<file path="src/design/thf_map.svh">
/*
  Register offsets, field positions, reset values and bit timing of the
  transmit header field block.
  Assumes byte addresses on an 8-bit control port with 8-bit data.
*/
// Contract
// - one 16-bit delimiter serves transmit and receive
// - delimiter high gives bits 15:8, low 7:0
// - service register value goes into every header
// - length field from high D0h, low D4h
// - length counts data bits incl. MAC header
// - zero length: modem resets right after delimiter
// - CRC16 inserted in header, high byte readable
// - header mode bits select CRC coverage
// - mode 0 no CRC, mode 1 delimiter only
// - CRC low byte readable at DCh
`ifndef THF_MAP_SVH
`define THF_MAP_SVH

// ==========================================================
// register offsets
`define THF_OFS_HDR_MODE 8'h08
`define THF_OFS_STATUS 8'h0c
`define THF_OFS_FRAME_DELIMITER_HIGH 8'hc4
`define THF_OFS_FRAME_DELIMITER_LOW 8'hc8
`define THF_OFS_SERVICE 8'hcc
`define THF_OFS_LEN_HIGH 8'hd0
`define THF_OFS_LEN_LOW 8'hd4
`define THF_OFS_CRC_HIGH 8'hd8
`define THF_OFS_CRC_LOW 8'hdc

// ==========================================================
// fields and reset values
`define THF_MODE_LSB 0
`define THF_MODE_MSB 1
`define THF_STAT_BUSY 0
`define THF_RST_BYTE 8'h00
`define THF_RST_MODE 2'h0

// ==========================================================
// crc
`define THF_CRC_POLY 16'h1021
`define THF_CRC_PRESET 16'hffff

// ==========================================================
// bit timing
`define THF_CLK_MHZ 125
`define THF_BIT_NS 1000
`define THF_BIT_CYC ((`THF_BIT_NS * `THF_CLK_MHZ) / 1000)

`endif

</file>
<file path="src/design/thf_pkg.sv">
/*
  Types of the transmit header field block.
  Assumes thf_map.svh for all numeric constants.
*/
package thf_pkg;

  // ==========================================================
  // header sequencer, gray from idle through crc to data, not on the return to idle
  typedef enum logic [2:0] {
    THF_IDLE = 3'h0,
    THF_SFD = 3'h1,
    THF_SIG = 3'h3,
    THF_SVC = 3'h2,
    THF_LEN = 3'h6,
    THF_CRC = 3'h7,
    THF_DATA = 3'h5
  } thf_state_t;

  typedef logic [1:0] thf_mode_t;

  // ==========================================================
  // whole state of the block
  typedef struct packed {
    logic [7:0] frame_delimiter_high;
    logic [7:0] frame_delimiter_low;
    logic [7:0] service;
    logic [7:0] len_high;
    logic [7:0] len_low;
    thf_mode_t hdr_mode;
    logic [15:0] crc_shown;
    logic [7:0] rdata;
    thf_state_t state;
    thf_mode_t run_mode;
    logic [7:0] run_sig;
    logic [7:0] run_svc;
    logic [15:0] run_len;
    logic [15:0] shreg;
    logic [3:0] bit_cnt;
    logic [15:0] crc;
    logic [15:0] data_cnt;
    logic [7:0] div_cnt;
    logic tx_bit;
    logic tx_strobe;
    logic data_req;
    logic hdr_done;
    logic tx_done;
    logic modem_reset;
  } thf_regs_t;

endpackage

</file>
<file path="src/design/thf_top.sv">
/*
  Transmit header field registers and header serialiser: delimiter,
  signalling, service, length and CRC16 go out one bit per bit slot,
  then the data phase is counted out in bits.
  Assumes a control port master that never issues read and write
  together, and a signalling byte stable when tx_start is pulsed.
*/
// Our own choice: the address-and-strobe port.
`timescale 1ns/100ps
`include "thf_map.svh"

module thf_top (
  // clock and reset
  input wire logic sys_clk,
  input wire logic rstn,
  // control port
  input wire logic [7:0] reg_addr,
  input wire logic [7:0] reg_wdata,
  input wire logic reg_wr,
  input wire logic reg_rd,
  output logic [7:0] reg_rdata,
  // transmit control
  input wire logic tx_start,
  input wire logic [7:0] signal_field,
  output logic tx_busy,
  // serial header and data pacing
  output logic tx_bit,
  output logic tx_strobe,
  output logic data_req,
  output logic hdr_done,
  output logic tx_done,
  output logic modem_reset,
  // receive side delimiter
  output logic [15:0] rx_sfd_value
);
  import thf_pkg::*;

  localparam logic [7:0] BIT_LAST = 8'(`THF_BIT_CYC - 1);

  thf_regs_t cur_ff;
  thf_regs_t nxt_cur;

  // ==========================================================
  // helpers
  function automatic logic [15:0] crc_step(input logic [15:0] c, input logic b);
    logic fb;
    fb = c[15] ^ b;
    crc_step = {c[14:0], 1'b0} ^ (fb ? `THF_CRC_POLY : 16'h0000);
  endfunction

  function automatic logic [15:0] rev16(input logic [15:0] v);
    logic [15:0] r;
    r = 16'h0000;
    for (int i = 0; i < 16; i++) begin
      r[i] = v[15 - i];
    end
    rev16 = r;
  endfunction

  // whether the field being sent feeds the crc in a given mode
  function automatic logic crc_covers(input thf_state_t s, input thf_mode_t m);
    logic c;
    c = 1'b0;
    unique case (m)
      2'h0: c = 1'b0;
      2'h1: c = (s == THF_SFD);
      2'h2: c = (s == THF_SFD) || (s == THF_LEN);
      2'h3: c = (s == THF_SIG) || (s == THF_SVC) || (s == THF_LEN);
    endcase
    crc_covers = c;
  endfunction

  // ==========================================================
  // next state
  always_comb begin
    logic bit_en;
    logic cur_bit;
    logic field_end;
    logic [15:0] crc_next;
    bit_en = 1'b0;
    cur_bit = 1'b0;
    field_end = 1'b0;
    crc_next = 16'h0000;
    nxt_cur = cur_ff;
    nxt_cur.tx_strobe = 1'b0;
    nxt_cur.data_req = 1'b0;
    nxt_cur.hdr_done = 1'b0;
    nxt_cur.tx_done = 1'b0;
    nxt_cur.modem_reset = 1'b0;
    nxt_cur.rdata = 8'h00;

    // control port writes
    if (reg_wr) begin
      unique case (reg_addr)
        `THF_OFS_FRAME_DELIMITER_HIGH: nxt_cur.frame_delimiter_high = reg_wdata;
        `THF_OFS_FRAME_DELIMITER_LOW: nxt_cur.frame_delimiter_low = reg_wdata;
        `THF_OFS_SERVICE: nxt_cur.service = reg_wdata;
        `THF_OFS_LEN_HIGH: nxt_cur.len_high = reg_wdata;
        `THF_OFS_LEN_LOW: nxt_cur.len_low = reg_wdata;
        `THF_OFS_HDR_MODE: nxt_cur.hdr_mode = reg_wdata[`THF_MODE_MSB:`THF_MODE_LSB];
        default: ;
      endcase
    end

    // control port reads, data stand the next cycle only
    if (reg_rd) begin
      unique case (reg_addr)
        `THF_OFS_FRAME_DELIMITER_HIGH: nxt_cur.rdata = cur_ff.frame_delimiter_high;
        `THF_OFS_FRAME_DELIMITER_LOW: nxt_cur.rdata = cur_ff.frame_delimiter_low;
        `THF_OFS_SERVICE: nxt_cur.rdata = cur_ff.service;
        `THF_OFS_LEN_HIGH: nxt_cur.rdata = cur_ff.len_high;
        `THF_OFS_LEN_LOW: nxt_cur.rdata = cur_ff.len_low;
        `THF_OFS_HDR_MODE: nxt_cur.rdata = {6'h00, cur_ff.hdr_mode};
        `THF_OFS_CRC_HIGH: nxt_cur.rdata = cur_ff.crc_shown[15:8];
        `THF_OFS_CRC_LOW: nxt_cur.rdata = cur_ff.crc_shown[7:0];
        `THF_OFS_STATUS: nxt_cur.rdata = {7'h00, cur_ff.state != THF_IDLE};
        default: nxt_cur.rdata = 8'h00;
      endcase
    end

    // bit slot divider, restarted at each frame
    if (cur_ff.state != THF_IDLE) begin
      if (cur_ff.div_cnt == BIT_LAST) begin
        nxt_cur.div_cnt = 8'h00;
        bit_en = 1'b1;
      end else begin
        nxt_cur.div_cnt = cur_ff.div_cnt + 8'h01;
      end
    end

    cur_bit = cur_ff.shreg[0];
    crc_next = crc_covers(cur_ff.state, cur_ff.run_mode) ?
      crc_step(cur_ff.crc, cur_bit) : cur_ff.crc;

    unique case (cur_ff.state)
      THF_IDLE: begin
        if (tx_start) begin
          nxt_cur.state = THF_SFD;
          nxt_cur.shreg = {cur_ff.frame_delimiter_high, cur_ff.frame_delimiter_low};
          nxt_cur.bit_cnt = 4'h0;
          nxt_cur.div_cnt = 8'h00;
          nxt_cur.crc = `THF_CRC_PRESET;
          nxt_cur.run_mode = cur_ff.hdr_mode;
          nxt_cur.run_sig = signal_field;
          nxt_cur.run_svc = cur_ff.service;
          nxt_cur.run_len = {cur_ff.len_high, cur_ff.len_low};
        end
      end
      THF_SFD, THF_SIG, THF_SVC, THF_LEN, THF_CRC: begin
        if (bit_en) begin
          nxt_cur.tx_bit = cur_bit;
          nxt_cur.tx_strobe = 1'b1;
          nxt_cur.shreg = {1'b0, cur_ff.shreg[15:1]};
          nxt_cur.bit_cnt = cur_ff.bit_cnt + 4'h1;
          if (cur_ff.state != THF_CRC) begin
            nxt_cur.crc = crc_next;
          end
          if (cur_ff.state == THF_SIG || cur_ff.state == THF_SVC) begin
            field_end = (cur_ff.bit_cnt == 4'h7);
          end else begin
            field_end = (cur_ff.bit_cnt == 4'hf);
          end
        end
        if (field_end) begin
          nxt_cur.bit_cnt = 4'h0;
          unique case (cur_ff.state)
            THF_SFD: begin
              if (cur_ff.run_len == 16'h0000) begin
                // zero length: abandon frame and reset right after delimiter
                nxt_cur.state = THF_IDLE;
                nxt_cur.modem_reset = 1'b1;
                nxt_cur.tx_done = 1'b1;
              end else begin
                nxt_cur.state = THF_SIG;
                nxt_cur.shreg = {8'h00, cur_ff.run_sig};
              end
            end
            THF_SIG: begin
              nxt_cur.state = THF_SVC;
              nxt_cur.shreg = {8'h00, cur_ff.run_svc};
            end
            THF_SVC: begin
              nxt_cur.state = THF_LEN;
              nxt_cur.shreg = cur_ff.run_len;
            end
            THF_LEN: begin
              if (cur_ff.run_mode == 2'h0) begin
                // no crc field at all in this mode
                nxt_cur.state = THF_DATA;
                nxt_cur.data_cnt = cur_ff.run_len;
                nxt_cur.hdr_done = 1'b1;
              end else begin
                nxt_cur.state = THF_CRC;
                nxt_cur.shreg = rev16(crc_next);
                nxt_cur.crc_shown = crc_next;
              end
            end
            THF_CRC: begin
              nxt_cur.state = THF_DATA;
              nxt_cur.data_cnt = cur_ff.run_len;
              nxt_cur.hdr_done = 1'b1;
            end
            default: nxt_cur.state = THF_IDLE;
          endcase
        end
      end
      THF_DATA: begin
        // one request per data bit, mac payload header bits included
        if (bit_en) begin
          nxt_cur.data_req = 1'b1;
          nxt_cur.data_cnt = cur_ff.data_cnt - 16'h0001;
          if (cur_ff.data_cnt == 16'h0001) begin
            nxt_cur.state = THF_IDLE;
            nxt_cur.tx_done = 1'b1;
          end
        end
      end
      default: nxt_cur.state = THF_IDLE;
    endcase
  end

  // ==========================================================
  // state register
  always_ff @(posedge sys_clk) begin
    if (!rstn) begin
      cur_ff <= '0;
      cur_ff.state <= THF_IDLE;
      cur_ff.hdr_mode <= `THF_RST_MODE;
      cur_ff.frame_delimiter_high <= `THF_RST_BYTE;
      cur_ff.frame_delimiter_low <= `THF_RST_BYTE;
      cur_ff.service <= `THF_RST_BYTE;
      cur_ff.crc <= `THF_CRC_PRESET;
    end else begin
      cur_ff <= nxt_cur;
    end
  end

  // ==========================================================
  // outputs
  assign reg_rdata = cur_ff.rdata;
  assign tx_busy = (cur_ff.state != THF_IDLE);
  assign tx_bit = cur_ff.tx_bit;
  assign tx_strobe = cur_ff.tx_strobe;
  assign data_req = cur_ff.data_req;
  assign hdr_done = cur_ff.hdr_done;
  assign tx_done = cur_ff.tx_done;
  assign modem_reset = cur_ff.modem_reset;
  // same delimiter the receive detector searches for
  assign rx_sfd_value = {cur_ff.frame_delimiter_high, cur_ff.frame_delimiter_low};

endmodule

</file>
<file path="config.mk">
export PLATFORM = sky130hd
export DESIGN_NAME = thf_top
export DESIGN_NICKNAME = d
export VERILOG_FILES = /design/src/design/thf_pkg.sv /design/src/design/thf_top.sv
export VERILOG_INCLUDE_DIRS = /design/src /design/src/design
export SDC_FILE = /design/constraint.sdc
export NUM_CORES = 1
export LEC_CHECK = 0
export BUFFER_PORTS_ARGS = -buffer_cell sky130_fd_sc_hd__buf_2
export CORE_ASPECT_RATIO = 0.6
export CORE_MARGIN = 2
export CORE_UTILIZATION = 61
export DETAILED_ROUTE_END_ITERATION = 16
export GPL_ROUTABILITY_DRIVEN = 0
export PLACE_DENSITY = 0.77
export SLEW_MARGIN = 0
export SYNTH_ARGS = -nofsm -noshare
export SYNTH_HDL_FRONTEND = slang
export SYNTH_SLANG_ARGS = --single-unit
export TNS_END_PERCENT = 20
</file>
<file path="constraint.sdc">
create_clock -name sys_clk -period 2.9 [get_ports sys_clk]
set_clock_uncertainty 0.2 [all_clocks]
set_input_delay 0.145 -clock sys_clk [delete_from_list [all_inputs] [get_ports sys_clk]]
set_output_delay 0.145 -clock sys_clk [all_outputs]
set_load 0.02 [all_outputs]
</file>
==> summary.txt <==
Multi-input logic area - 4610 µm²
DR pass1 iterations - 6
Hold EP - reg_rdata[3]$_SDFF_PN0_
Synth cell types - 66
Site Rows - 33
Hold Fails Final Rpt - 0
Synth async-reset ratio - 0%
Detail Route Antenna Nets - 0
Hold path cells - 4
Setup violators final - 0
Setup_tns - 0 ps
DP HPWL - 18.0 mm
Port bufs - 59
Die Width - 156 µm
Largest stage delay, worst path - 510 ps
Drt first-iter violations - 954
Leakage - 3.79 nW
Worst Min Path Start - reg_addr[0]
Total number of yosys warnings - 0
Combinational share of power - 7.4%
Post-Synth XOR/XNOR Area - 1.03%
Cell depth of the worst flop-to-flop path - 6
Layout area overhead - 13.3%
Max VDD drop - 0.274 mV
CP max-delay cell - dfxtp_1
GRT overflow - 0
Largest net degree at the start of global routing - 61
Syn nets - 1052
Root buffer cell - clkbuf_16
RSZ-0062 raised after global routing - false
Layout cells sized above 1 - 14.2%
Number of H-tree levels - 4
Fraction of power spent switching nets - 26.0%
Number of flops mapped to enable cells by yosys - 0
Initial antenna violation count - 0
Switch Pwr - 1.31 mW
Routed vias - 8096
Fmax - 383 MHz
Most common cell after layout, fill and taps aside - dfxtp_1
WHS - 73.6 ps
Final Max Slew Viols - 0
Synth Instances - 1018
CTS tree - yes
Crit. End Element - register
WL per Instance - 21.2 µm
Compound-cell area share of the yosys netlist - 24.2%
Worst slew pin tran - 1080 ps
Post-Syn Area per Cell - 8.36 µm²
Dominant synthesized flop cell - dfxtp_1
Max-cap violations - 0
Critical path fanouts, max - 22
Synth top area share - 39.8%
Most frequent cells in the layout - dfxtp_1, nand2_1, o21ai_0
Vias in the first global route - 7328
Largest area contributor in the netlist - dfxtp_1
Register Area - 3380 µm²
Skew-Pair Late Insertion Delay - 430 ps
Critical path data required time - 3060 ps
Outcome - complete, no violations
R2r startpoint - cur_ff[102]$_SDFFE_PN0P_
CTS Buf Count - 17
Power per standard cell area - 521 nW/µm²
Synth area leaders - dfxtp_1, mux2i_1, nand2_1
Yosys reg bits - 169
Via-to-Cell Ratio - 6.48
Crit Path Class - register to register
FF-to-FF setup slack - 290 ps
CTS Sinks - 169
Crit-path cells - clkinv_1 > a311oi_4 > buf_4 > mux2i_1 > o21ai_0 > a21oi_1
Die area - 14900 µm²
Global Route Usage Sum - 36.1%
R2r endpoint - cur_ff[60]$_SDFFE_PN0P_
Clock group share of total power - 44.2%
Sequential power share - 48.4%
Max_slew headroom - 28.0%
Max Buffers Root-to-Sink - 2
DP Area - 8800 µm²
Tcrit/Tclk final - 89.9%
Minimum clock period - 2610 ps
Nets - 1095
Mux share of post-synthesis cell area - 9.23%
Core Area - 13600 µm²
Simple-gate share of the synthesized area - 18.7%
Global-route wire length before repair - 41.0 mm
Critical path arrival - 2770 ps
Die height - 95.5 µm
Sequential area share after synthesis - 39.8%
DRC violations left - 0
I/O pin count - 60
Synthesized area - 8510 µm²
Initial Util - 62.5%
Hold crit path type - primary input to register
Worst-path clk slew - 70 ps
Routed WL - 26.4 mm
Post-CTS setup buffer count - 0
Filler cells - 1099
Internal power - 3.72 mW
Adder-cell share of the synthesized area - 0.735%
Post-route cell area - 9640 µm²
Main combinational cell family by area after synthesis - compound AO/OA/AOI/OAI gates
Startpoint types - register
-- power groups by stage --
| stage | sequential [mW] | combinational (mW) | clock, mW |
|---|---|---|---|
| floorplan | 2.45 | 0.233 | 0 |
| global placement | 2.48 | 0.333 | 0 |
| detailed placement | 2.48 | 0.338 | 0 |
| CTS | 2.43 | 0.360 | 2.23 |
| global route | 2.43 | 0.398 | 2.33 |
| finish | 2.43 | 0.373 | 2.22 |
-- per-stage QoR --
stage	total power [mW]	util, %	worst slack, ps	instances
2_1_floorplan	2.69	-	506	1018
4_1_cts	5.02	70.7	323	1248
6_report	5.03	70.8	292	1249
5_1_grt	5.16	70.7	153	1248
3_5_place_dp	2.82	64.6	341	1190
3_3_place_gp	2.81	64.6	392	1190
-- layer usage --
metal	share of wire (%)	global-route usage [%]
met5	0	0
met3	13	10.7
met1	45	53.1
met4	2.6	10.6
met2	39	50.7
-- cell usage after synthesis, types with 17 or more instances --
cell / count
nand2_1: 162
buf_4: 28
a211oi_1: 17
mux2i_1: 65
nand3_1: 38
nor2b_1: 17
dfxtp_1: 169
clkbuf_1: 49
o21ai_0: 81
a21boi_0: 38
a21oi_1: 50
nor2_1: 65
-- how the worst max path moves through the flow --
stage,startpoint,end
after floorplan,cur_ff[6]$_SDFF_PN0_,cur_ff[16]$_SDFFE_PN0P_
after global placement,cur_ff[6]$_SDFF_PN0_,cur_ff[19]$_SDFFE_PN0P_
after detailed placement,cur_ff[6]$_SDFF_PN0_,cur_ff[19]$_SDFFE_PN0P_
after CTS,cur_ff[6]$_SDFF_PN0_,cur_ff[19]$_SDFFE_PN0P_
after global routing,cur_ff[6]$_SDFF_PN0_,cur_ff[19]$_SDFFE_PN0P_
final,cur_ff[102]$_SDFFE_PN0P_,cur_ff[60]$_SDFFE_PN0P_
-- timing repair --
| action | in CTS | in global routing |
|---|---|---|
| gates resized for setup | 0 | 0 |
| endpoints found under the setup margin | 0 | 0 |
| hold endpoints to repair | 60 | 0 |
| hold buffers | 27 | 0 |
-- area by class of cell --
cell class | instances | share of cell area, %
flip-flops and latches | 169 | 35.1
inverters | 11 | 0.428
repair buffers | 118 | 8.49
well taps | 175 | 2.27
multi-input cells | 744 | 47.8
diodes | 1 | 0.0260
clock buffers | 17 | 4.41
clock inverters | 14 | 1.44
-- worst max-delay path, delay by kind of cell (launching register included) --
family | cells | cell delay, ps
buffers and inverters | 2 | 780
muxes | 1 | 290
AOI/OAI and AO/OA | 3 | 750
DFF | 1 | 510
-- sequential cells by signal, indices dropped and copies added (netlist names) --
| name | flops |
|---|---|
| hdr_done | 1 |
| tx_done | 1 |
| data_req | 1 |
| reg_rdata | 8 |
| rx_sfd_value | 16 |
| modem_reset | 1 |
| tx_bit | 1 |
| tx_strobe | 1 |
| cur_ff | 139 |
-- kinds of logic (layout without fill, tap and decap cells) --
kind of cell               Yosys count  after routing
AOI/OAI and AO/OA                  302            302
and+or+nand+nor                    350            350
buffers and inverters              105            160
muxes                               77             77
DFF                                169            169
xor gates and xnor gates            10             10
other                                0              1
adders and majority gates            5              5
Power figures use the tool's default switching activity.
